--- config.mk ---
export PLATFORM = sky130hd
export DESIGN_NAME = oiop_port
export DESIGN_NICKNAME = d
export VERILOG_FILES = /design/src/oiop_port.v
export VERILOG_INCLUDE_DIRS = /design/src /design/src/src
export SDC_FILE = /design/constraint.sdc
export NUM_CORES = 1
export LEC_CHECK = 0
export BUFFER_PORTS_ARGS = -buffer_cell sky130_fd_sc_hd__buf_4
export CORE_AREA = 2 2 120 122
export CTS_CLUSTER_SIZE = 8
export DETAILED_ROUTE_END_ITERATION = 10
export DIE_AREA = 0 0 122 124
export HOLD_SLACK_MARGIN = 0.02
export PLACE_DENSITY = 0.53
export SYNTH_ARGS = -nofsm -noshare
export SYNTH_HDL_FRONTEND = slang
export SYNTH_SLANG_ARGS = --single-unit
--- constraint.sdc ---
create_clock -name clk_i -period 2.2 [get_ports clk_i]
set_input_delay 0 -clock clk_i [delete_from_list [all_inputs] [get_ports clk_i]]
set_output_delay 0 -clock clk_i [all_outputs]
set_load 0.02 [all_outputs]
--- src/oiop_defs.vh ---
// Purpose: constants for the octal I/O port with analog and wakeup roles
// Assumes: classic Wishbone, 32-bit data, register index times four
// Notes: printed offsets are register indices
`ifndef OIOP_DEFS_VH
`define OIOP_DEFS_VH

`define OIOP_IDX_OUTPUT_LATCH 12'h004
`define OIOP_IDX_PIN_READBACK 12'h011
`define OIOP_IDX_DIRECTION 12'hF1E
`define OIOP_IDX_PULLUP 12'hF2B
`define OIOP_IDX_FUNC_SEL 12'hF38
`define OIOP_ADDR_W 14
`define OIOP_IDX_LSB 2
`define OIOP_WIDTH 8
`define OIOP_RESET_VAL 8'h00
`define OIOP_RESET_BIT 1'b0
`define OIOP_ZERO_PAD 24'h000000
`define OIOP_ZERO_BYTE 8'h00

`endif

--- src/oiop_port.v ---
// Purpose: eight-bit I/O port with analog input and key-on wakeup roles
// Assumes: classic Wishbone slave, byte address = register index * 4
// Notes: ack comes one cycle after the request is seen, drops next cycle
// Behaviour
// - Eight port bits, each set as input or output on its own.
// - Each bit may also act as an analog input or a key-on wakeup input.
// - An output bit drives low for latch 0 and high for latch 1.
// - An enabled wakeup input sees the pin whatever the direction bit.
// - An enabled wakeup input works whatever the function-select bit.
// - Pull-up connects only if its bit is 1 and wakeup or plain input.
// - Input-data read gives the pin for a plain input bit and 0 otherwise.
`timescale 1ns/1ps
`include "oiop_defs.vh"

module oiop_port (
	input wire clk_i,
	input wire rst_i,
	input wire ce_i,
	input wire cyc_i,
	input wire stb_i,
	input wire we_i,
	input wire [3:0] sel_i,
	input wire [`OIOP_ADDR_W-1:0] adr_i,
	input wire [31:0] dat_i,
	output reg [31:0] dat_o,
	output reg ack_o,
	input wire [7:0] pin_i,
	output reg [7:0] pin_o,
	output reg [7:0] pin_oe_o,
	output reg [7:0] pullup_en_o,
	output reg [7:0] analog_channel_in_o,
	output reg [7:0] analog_sel_o,
	input wire [7:0] wakeup_enable_bit_i,
	output reg [7:0] key_wakeup_in_o
);

	reg [7:0] port_output_latch;
	reg [7:0] port_direction_control;
	reg [7:0] port_pullup_control;
	reg [7:0] port_function_select;
	wire [11:0] idx;
	wire req;
	wire wr;
	wire hit_latch;
	wire hit_readback;
	wire hit_direction;
	wire hit_pullup;
	wire hit_func_sel;
	wire wr_latch;
	wire wr_direction;
	wire wr_pullup;
	wire wr_func_sel;
	wire [7:0] plain_in;
	wire [7:0] pullup_allowed;
	wire [7:0] next_pin;
	wire [7:0] next_oe;
	wire [7:0] next_pullup;
	wire [7:0] next_analog;
	wire [7:0] next_asel;
	wire [7:0] next_wake;
	reg [7:0] next_rdata;
	reg next_ack;
	reg [31:0] next_dat;

	// register index sits above the byte lanes
	assign idx = adr_i[`OIOP_ADDR_W-1:`OIOP_IDX_LSB];
	// ack high blocks a held strobe being taken twice in a row
	assign req = cyc_i & stb_i & ~ack_o;
	// only byte lane 0 carries register data
	assign wr = req & we_i & sel_i[0];
	assign hit_latch = (idx == `OIOP_IDX_OUTPUT_LATCH);
	assign hit_readback = (idx == `OIOP_IDX_PIN_READBACK);
	assign hit_direction = (idx == `OIOP_IDX_DIRECTION);
	assign hit_pullup = (idx == `OIOP_IDX_PULLUP);
	assign hit_func_sel = (idx == `OIOP_IDX_FUNC_SEL);
	// readback has no write strobe: writes there are dropped
	assign wr_latch = wr & hit_latch;
	assign wr_direction = wr & hit_direction;
	assign wr_pullup = wr & hit_pullup;
	assign wr_func_sel = wr & hit_func_sel;

	// plain input: direction 0 and function-select 0
	assign plain_in = ~port_direction_control & ~port_function_select;
	assign pullup_allowed = wakeup_enable_bit_i | plain_in;

	// unmapped indices read as zero
	always @* begin
		next_rdata = `OIOP_ZERO_BYTE;
		if (hit_latch)
			next_rdata = port_output_latch;
		if (hit_readback)
			next_rdata = pin_i & plain_in;
		if (hit_direction)
			next_rdata = port_direction_control;
		if (hit_pullup)
			next_rdata = port_pullup_control;
		if (hit_func_sel)
			next_rdata = port_function_select;
	end

	// read data stands until the next taken request
	always @* begin
		next_ack = req;
		next_dat = dat_o;
		if (req)
			next_dat = {`OIOP_ZERO_PAD, next_rdata};
	end

	always @(posedge clk_i) begin
		if (rst_i) begin
			ack_o <= `OIOP_RESET_BIT;
			dat_o <= {`OIOP_ZERO_PAD, `OIOP_RESET_VAL};
		end else if (ce_i) begin
			ack_o <= next_ack;
			dat_o <= next_dat;
		end
	end

	// level driven on output-mode bits
	always @(posedge clk_i) begin
		if (rst_i) begin
			port_output_latch <= `OIOP_RESET_VAL;
		end else if (ce_i && wr_latch) begin
			port_output_latch <= dat_i[`OIOP_WIDTH-1:0];
		end
	end

	// one direction bit per pin, each set on its own
	always @(posedge clk_i) begin
		if (rst_i) begin
			port_direction_control <= `OIOP_RESET_VAL;
		end else if (ce_i && wr_direction) begin
			port_direction_control <= dat_i[`OIOP_WIDTH-1:0];
		end
	end

	// pull-up request, gated by the bit's mode below
	always @(posedge clk_i) begin
		if (rst_i) begin
			port_pullup_control <= `OIOP_RESET_VAL;
		end else if (ce_i && wr_pullup) begin
			port_pullup_control <= dat_i[`OIOP_WIDTH-1:0];
		end
	end

	// analog role select per bit
	always @(posedge clk_i) begin
		if (rst_i) begin
			port_function_select <= `OIOP_RESET_VAL;
		end else if (ce_i && wr_func_sel) begin
			port_function_select <= dat_i[`OIOP_WIDTH-1:0];
		end
	end

	assign next_pin = port_output_latch;
	// analog role takes the pin off the port driver
	assign next_oe = port_direction_control &
		~port_function_select;
	assign next_pullup = port_pullup_control & pullup_allowed;
	assign next_asel = port_function_select;
	assign next_analog = pin_i & port_function_select;
	// wakeup path ignores direction and function select
	assign next_wake = pin_i & wakeup_enable_bit_i;

	// pin side: every output is a flip-flop
	always @(posedge clk_i) begin
		if (rst_i) begin
			pin_o <= `OIOP_RESET_VAL;
		end else if (ce_i) begin
			pin_o <= next_pin;
		end
	end

	// driver on only in port output mode
	always @(posedge clk_i) begin
		if (rst_i) begin
			pin_oe_o <= `OIOP_RESET_VAL;
		end else if (ce_i) begin
			pin_oe_o <= next_oe;
		end
	end

	// pull-up only on plain-input or wakeup-enabled bits
	always @(posedge clk_i) begin
		if (rst_i) begin
			pullup_en_o <= `OIOP_RESET_VAL;
		end else if (ce_i) begin
			pullup_en_o <= next_pullup;
		end
	end

	// analog switch select
	always @(posedge clk_i) begin
		if (rst_i) begin
			analog_sel_o <= `OIOP_RESET_VAL;
		end else if (ce_i) begin
			analog_sel_o <= next_asel;
		end
	end

	// analog copy follows the live pin
	always @(posedge clk_i) begin
		if (rst_i) begin
			analog_channel_in_o <= `OIOP_RESET_VAL;
		end else if (ce_i) begin
			analog_channel_in_o <= next_analog;
		end
	end

	// wakeup copy, frozen with the rest while ce_i is low
	always @(posedge clk_i) begin
		if (rst_i) begin
			key_wakeup_in_o <= `OIOP_RESET_VAL;
		end else if (ce_i) begin
			key_wakeup_in_o <= next_wake;
		end
	end

endmodule // oiop_port

==> run summary, run 1 <==
==========================================================================================
Power density normalized to cell area                                          652 nW/um^2
Starting DRC count in detailed routing                                                 253
Clock Latency Late Sink                                                            0.35 ns
Number of hold buffers added after cts                                                  29
Fraction of post-synthesis cell area in the top cell type by area                    0.440
Number of nets with antenna violations after routing                                     0
Yosys reg bits                                                                          89
Most instantiated cells after synthesis                                       sky130_fd_sc_hd__dfxtp_1, sky130_fd_sc_hd__a21oi_1, sky130_fd_sc_hd__nand2_1
CTS sink cnt                                                                            89
First-pass GRT wire length                                                         20.1 mm
Reported net switching power                                                        795 uW
Avg WL per Cell                                                                    16.7 um
Routed WL                                                                          13.2 mm
Sort of element at the end of the critical path                                       flop
Launch instance of the worst min-delay path                                          rst_i
Number of cells upsized or downsized after cts                                           0
Floorplan die area                                                             15100 sq um
Post-synth design cell area                                                     4050 sq um
Largest area contributor in the netlist                                       sky130_fd_sc_hd__dfxtp_1
Final setup fails                                                                        0
Buffer levels on the longest clock path                                                  2
Cell at the root of the clock tree                                            sky130_fd_sc_hd__clkbuf_16
Remaining routing DRC violations                                                         0
Highest Clock Rate                                                               0.572 GHz
Part of the total power dissipated in sequential elements                            0.451
Number of nets in the layout                                                           678
Die X-Extent                                                                        122 um
Die H                                                                               124 um
CP Data Arrival Time                                                               1.95 ns
PnR Total Power                                                                    3.59 mW
Least-Margin Pin Slew                                                             0.946 ns
Routability congestion estimate                                                      0.835
Share of power burned in the clock network                                           0.467
First-pass detailed-route iteration total                                                5
Count of antenna diodes in the layout                                                    0
Post-detailed-placement half-perimeter wirelength                                  9.37 mm
YS warnings                                                                              0
Leading cell types by total area after synthesis                              sky130_fd_sc_hd__dfxtp_1, sky130_fd_sc_hd__a21oi_1, sky130_fd_sc_hd__mux2i_1
Via total after detailed routing                                                      3884
Via count of the first global-routing pass                                            3777
Worst ir drop on vdd                                                              0.369 mV
Internal                                                                           2.80 mW
CTS tree                                                                              done
Number of levels the H-tree was split into                                               3
Unrepaired setup endpoints after global routing                                         no
Ratio of final minimum period to clock period                                        0.794
FFs w/ async S/R, synth                                                                  0
Initial Utilization                                                                  0.295
Met1 WL                                                                            6.10 mm
Category of the worst setup path launch point                                         flop
Sw Share                                                                             0.221
Critical path data required time                                                   2.40 ns
Startpoint-to-endpoint class of the critical path                                  reg2reg
Placement-stage worst setup slack                                                 0.242 ns
Minimum clock period                                                               1.75 ns
Number of placed I/O pins                                                              153
Class of the most critical hold timing path                                         in2reg
Most used DFF post-synth                                                      sky130_fd_sc_hd__dfxtp_1
Clock edge transition at the registers on the reported setup and hold paths        0.06 ns
Total length of routed met2 wires                                                  5.99 mm
Area delta synth->final                                                              36.3%
Most common cell in the netlist                                               sky130_fd_sc_hd__dfxtp_1
Clock tree skew after final layout                                              0.00336 ns
Wire length on met3                                                                 831 um
DR top layer                                                                          met4
Fraction of final layout cells with drive strength greater than 1                    0.216
Setup TNS                                                                             0 ns
Number of cells produced by synthesis                                                  484
Beginning of the worst register-to-register path                                     ack_o
Final slew viol count                                                                    0
Netlist cell types                                                                      38
Total routing resource utilization after global routing                              0.178
Overflow after GRT                                                                       0
Run status                                                                       completed
Max cap viols                                                                            0
Largest net degree at the start of global routing                                       90
Site Rows                                                                               43
Post-CTS setup repair buffer count                                                       0
Combinational power share                                                            0.082
Critical path origin                                                                 ack_o
Proportion of synthesized chip area in sequential cells                              0.440
Static leakage power                                                               2.16 nW
Post-synth EDFFs                                                                         0
Average via count per standard cell                                                   4.91
Initial antenna violation count                                                          0
Worst-case register-to-register setup slack                                        0.45 ns
Area of the placeable core                                                     13700 sq um
TritonCTS buffer count                                                                   9
Maximum fanout along the worst path                                                      8
Count of buffers from port buffering                                                    99
Number of hold-slack violations in the final timing report                               0
Fillcell total                                                                        1393
Average footprint of a synthesized cell                                         8.36 sq um
Worst max-slew margin expressed relative to the limit                                0.369
Final setup margin                                                                0.452 ns
==========================================================================================
## kinds of logic after synthesis
kind of cell           count (synthesis)  share of synthesized area
muxes                                 24                     0.0594
buffers and inverters                 53                     0.0736
and+or+nand+nor                      208                      0.265
DFF                                   89                      0.440
AOI/OAI and AO/OA                    109                      0.161
other                                  1                   0.000927
## registers in the layout (all words and copies together) (netlist names)
register                count
ack_o                       1
analog_channel_in_o         8
analog_sel_o                8
dat_o                       8
key_wakeup_in_o             8
next_asel                   8
next_pin                    8
pin_o                       8
pin_oe_o                    8
port_direction_control      8
port_pullup_control         8
pullup_en_o                 8
## placed cells by master, fill, tap and decap left out, drive strengths merged
master	n
and3	1
o21ai	6
or3	4
nand3	28
and3b	2
dlygate4sd3	29
and4	1
nor3	11
or4	2
a31oi	12
bufinv	2
nor4	1
nand4b	1
clkbuf	14
o211ai	8
nor3b	1
a21oi	66
and4b	1
nand2b	34
or4b	1
nor2	44
or2	1
a2111o	5
dfxtp	89
or4bb	1
o31a	1
nand4	3
mux2i	24
a311o	3
buf	112
o21a	8
and2	1
conb	24
nand3b	8
nand2	61
nand4bb	1
## per-stage QoR
step	hold WS, ns	cells	area (sq um)	utilization
floorplan	0.140	507	4130	-
global placement	0.285	746	4900	0.357
detailed placement	0.290	746	4900	0.357
CTS	0.257	791	5520	0.402
global route	0.290	791	5520	0.402
finish	0.275	791	5520	0.402
## critical path, cell delays in order, from the launching register on
cell	delay, ns
sky130_fd_sc_hd__dfxtp_1	0.33
sky130_fd_sc_hd__nand4b_1	0.28
sky130_fd_sc_hd__nor2_1	0.27
sky130_fd_sc_hd__nand2_1	0.38
sky130_fd_sc_hd__mux2i_1	0.28
sky130_fd_sc_hd__nor2_1	0.06
## cell type report
cell class              instances  area [sq um]  share of cell area
multi-input cells             365          2050               0.372
flip-flops and latches         89          1780               0.323
repair buffers                141          1130               0.205
clock buffers                  14           264              0.0479
well taps                     180           225              0.0408
clock inverters                 2          60.1              0.0109
## path summary, 6_finish.rpt
check / endpoint / depth (start not counted)
setup reg to reg: port_direction_control[4] / 5
hold reg to reg: pin_oe_o[0] / 2
setup / recovery: port_direction_control[4] / 5
hold / removal: port_direction_control[3] / 2
## layer usage
layer  vias to the layer above  GRT usage
met5                         -          0
li1                       1887          -
met4                         0     0.0704
met2                       140      0.282
met1                      1831      0.230
met3                        26     0.0476
## power by group through the flow
stage               clock (mW)  sequential (mW)  combinational (mW)
floorplan                    0             1.66               0.160
global placement             0             1.66               0.254
detailed placement           0             1.66               0.256
CTS                       1.72             1.62               0.295
global route              1.81             1.62               0.319
finish                    1.68             1.62               0.296
Note: power is estimated with default switching activity, not from simulation.
==> inputs of run 2 (changes only) <==
clock period = 1.8 ns   (was 2.2 ns; I/O delays follow)
==> run 2 against run 1 <==
  * Combinational power increased by 29%
  * Count of clock-buffer cells in the layout is 2 lower
  * Cell count up 1.6%
  * Sequential share of layout area is 0.59 points lower
  * Routed wire length rose by 2.3%
  * First-iteration DRC count is 15% lower
  * Power up 15%
  * Highest routed layer unchanged
==> run summary, run 2 (synthesized netlist as in run 1, its figures left out) <==
==========================================================================================
Run status                                                                       completed   unchanged
Total routing resource utilization after global routing                              0.183   was 0.178
Final Hold Slack                                                                 0.0898 ns   was 0.275 ns
Site Rows                                                                               43   unchanged
Part of the total power dissipated in sequential elements                            0.479   was 0.451
Area delta synth->final                                                              38.8%   was 36.3%
Static leakage power                                                               2.22 nW   was 2.16 nW
Overflow after GRT                                                                       0   unchanged
Ratio of final minimum period to clock period                                        0.896   was 0.794
Cell Chain, Critical Path                                                     nand4b_1, nor2_2, and3_1, nand2_1, a21oi_1   was nand4b_1, nor2_1, nand2_1, mux2i_1, nor2_1
Worst max-slew margin expressed relative to the limit                                0.472   was 0.369
Sw Share                                                                             0.227   was 0.221
Number of nets in the layout                                                           694   was 678
Summed area of non-filler cells in the final layout                             5620 sq um   was 5520 sq um
Most common cell after layout, fill and taps aside                            sky130_fd_sc_hd__buf_4   unchanged
Largest net degree at the start of global routing                                       82   was 90
Placed Area                                                                     5060 sq um   was 4900 sq um
Final setup fails                                                                        0   unchanged
Starting DRC count in detailed routing                                                 216   was 253
TritonCTS buffer count                                                                   9   unchanged
First-pass detailed-route iteration total                                                5   unchanged
Number of nets with antenna violations after routing                                     0   unchanged
Setup TNS                                                                             0 ns   unchanged
Slowest stage cell, crit path                                                 sky130_fd_sc_hd__and3_1   was sky130_fd_sc_hd__nand2_1
Post-CTS setup repair buffer count                                                       0   unchanged
Internal                                                                           3.20 mW   was 2.80 mW
Startpoint-to-endpoint class of the critical path                                  reg2reg   unchanged
Highest Clock Rate                                                               0.620 GHz   was 0.572 GHz
Util after Layout                                                                    0.409   was 0.402
Minimum clock period                                                               1.61 ns   was 1.75 ns
Routability congestion estimate                                                      0.915   was 0.835
Avg WL per Cell                                                                    16.8 um   was 16.7 um
Top Family by Delay on Critical Path                                          simple AND/OR/NAND/NOR gates   unchanged
Class of the most critical hold timing path                                         in2reg   unchanged
Dpl cells                                                                              762   was 746
Count of buffers from port buffering                                                    99   unchanged
Die H                                                                               124 um   unchanged
Clock tree skew after final layout                                              0.00320 ns   was 0.00336 ns
Reported net switching power                                                        939 uW   was 795 uW
CP peak stage delay                                                                0.38 ns   about the same
Number of levels the H-tree was split into                                               3   unchanged
Worst ir drop on vdd                                                              0.435 mV   was 0.369 mV
PnR Total Power                                                                    4.14 mW   was 3.59 mW
CP Data Arrival Time                                                               1.89 ns   was 1.95 ns
Clock edge transition at the registers on the reported setup and hold paths        0.06 ns   about the same
Number of placed I/O pins                                                              153   unchanged
Number of hold-slack violations in the final timing report                               0   unchanged
First-pass GRT wire length                                                         21.2 mm   was 20.1 mm
Unrepaired setup endpoints after global routing                                         no   unchanged
Combinational power share                                                            0.093   was 0.082
Initial antenna violation count                                                          0   unchanged
Clock Latency Late Sink                                                            0.34 ns   was 0.35 ns
Floorplan die area                                                             15100 sq um   unchanged
Category of the worst setup path launch point                                         flop   unchanged
Cell at the root of the clock tree                                            sky130_fd_sc_hd__clkbuf_16   unchanged
Max cap viols                                                                            0   unchanged
Top library cells by usage in the layout, fill and taps aside                 sky130_fd_sc_hd__buf_4, sky130_fd_sc_hd__dfxtp_1, sky130_fd_sc_hd__a21oi_1   unchanged
Final slew viol count                                                                    0   unchanged
Die X-Extent                                                                        122 um   unchanged
Buffers & Inverters on Critical Path                                                     0   unchanged
Via count of the first global-routing pass                                            3939   was 3777
Remaining routing DRC violations                                                         0   unchanged
Via total after detailed routing                                                      3998   was 3884
Buffer levels on the longest clock path                                                  2   unchanged
Routed WL                                                                          13.5 mm   was 13.2 mm
Count of antenna diodes in the layout                                                    0   unchanged
Non-filler cells in the finished layout                                                804   was 791
Critical path data required time                                                   2.07 ns   was 2.40 ns
Placement-stage worst setup slack                                              -0.00744 ns   was 0.242 ns
Final setup margin                                                                0.186 ns   was 0.452 ns
Least-Margin Pin Slew                                                             0.792 ns   was 0.946 ns
Average via count per standard cell                                                   4.97   was 4.91
CTS sink cnt                                                                            89   unchanged
CTS tree                                                                              done   unchanged
Post-detailed-placement half-perimeter wirelength                                  9.68 mm   was 9.37 mm
Power density normalized to cell area                                          737 nW/um^2   was 652 nW/um^2
Initial Utilization                                                                  0.295   unchanged
Maximum fanout along the worst path                                                      8   unchanged
Area of the placeable core                                                     13700 sq um   unchanged
Share of power burned in the clock network                                           0.429   was 0.467
Sort of element at the end of the critical path                                       flop   unchanged
Fraction of final layout cells with drive strength greater than 1                    0.234   was 0.216
==========================================================================================
-- run 2: cell types whose count changed in the layout (fill, tap and decap cells not counted) --
cell and delta:
sky130_fd_sc_hd__buf_12 +3, sky130_fd_sc_hd__buf_4 +13, sky130_fd_sc_hd__bufinv_16 -1, sky130_fd_sc_hd__clkbuf_8 -2, sky130_fd_sc_hd__nor2_1 -1, sky130_fd_sc_hd__nor2_2 +1
-- run 2: final cells by class --
cell class,count,area (sq um)
fill,1425,8100
multi-input combinational,365,2060
sequential,89,1780
timing repair buffer,157,1290
clock buffer,12,236
tap,180,225
clock inverter,1,30.0
-- run 2: repair_timing --
item | CTS | global route
hold buffers | 29 | 0
endpoints found under the hold margin | 53 | 0
resized for setup | 0 | 1
endpoints found under the setup margin | 0 | 5
-- run 2: power groups by stage --
stage	registers [mW]	clock network (mW)	logic [mW]
final	1.98	1.77	0.383
after global routing	1.98	1.91	0.413
after CTS	1.98	1.83	0.381
after detailed placement	2.03	0	0.332
after global placement	2.03	0	0.329
after floorplan	2.03	0	0.195
-- run 2: per-layer routing --
layer | global-route usage | routed length (um)
met5 | 0 | 0
met4 | 0.0524 | 238
met3 | 0.0398 | 846
met2 | 0.306 | 6420
met1 | 0.239 | 6000
-- run 2: final timing paths --
| check | startpoint | end | slack [ns] | cells after the start |
|---|---|---|---|---|
| max | ack_o | port_pullup_control[2] | 0.19 | 5 |
| min | rst_i | port_direction_control[7] | 0.09 | 2 |
| max reg2reg | ack_o | port_pullup_control[2] | 0.19 | 5 |
| min reg2reg | pin_oe_o[0] | pin_oe_o[0] | 0.47 | 2 |
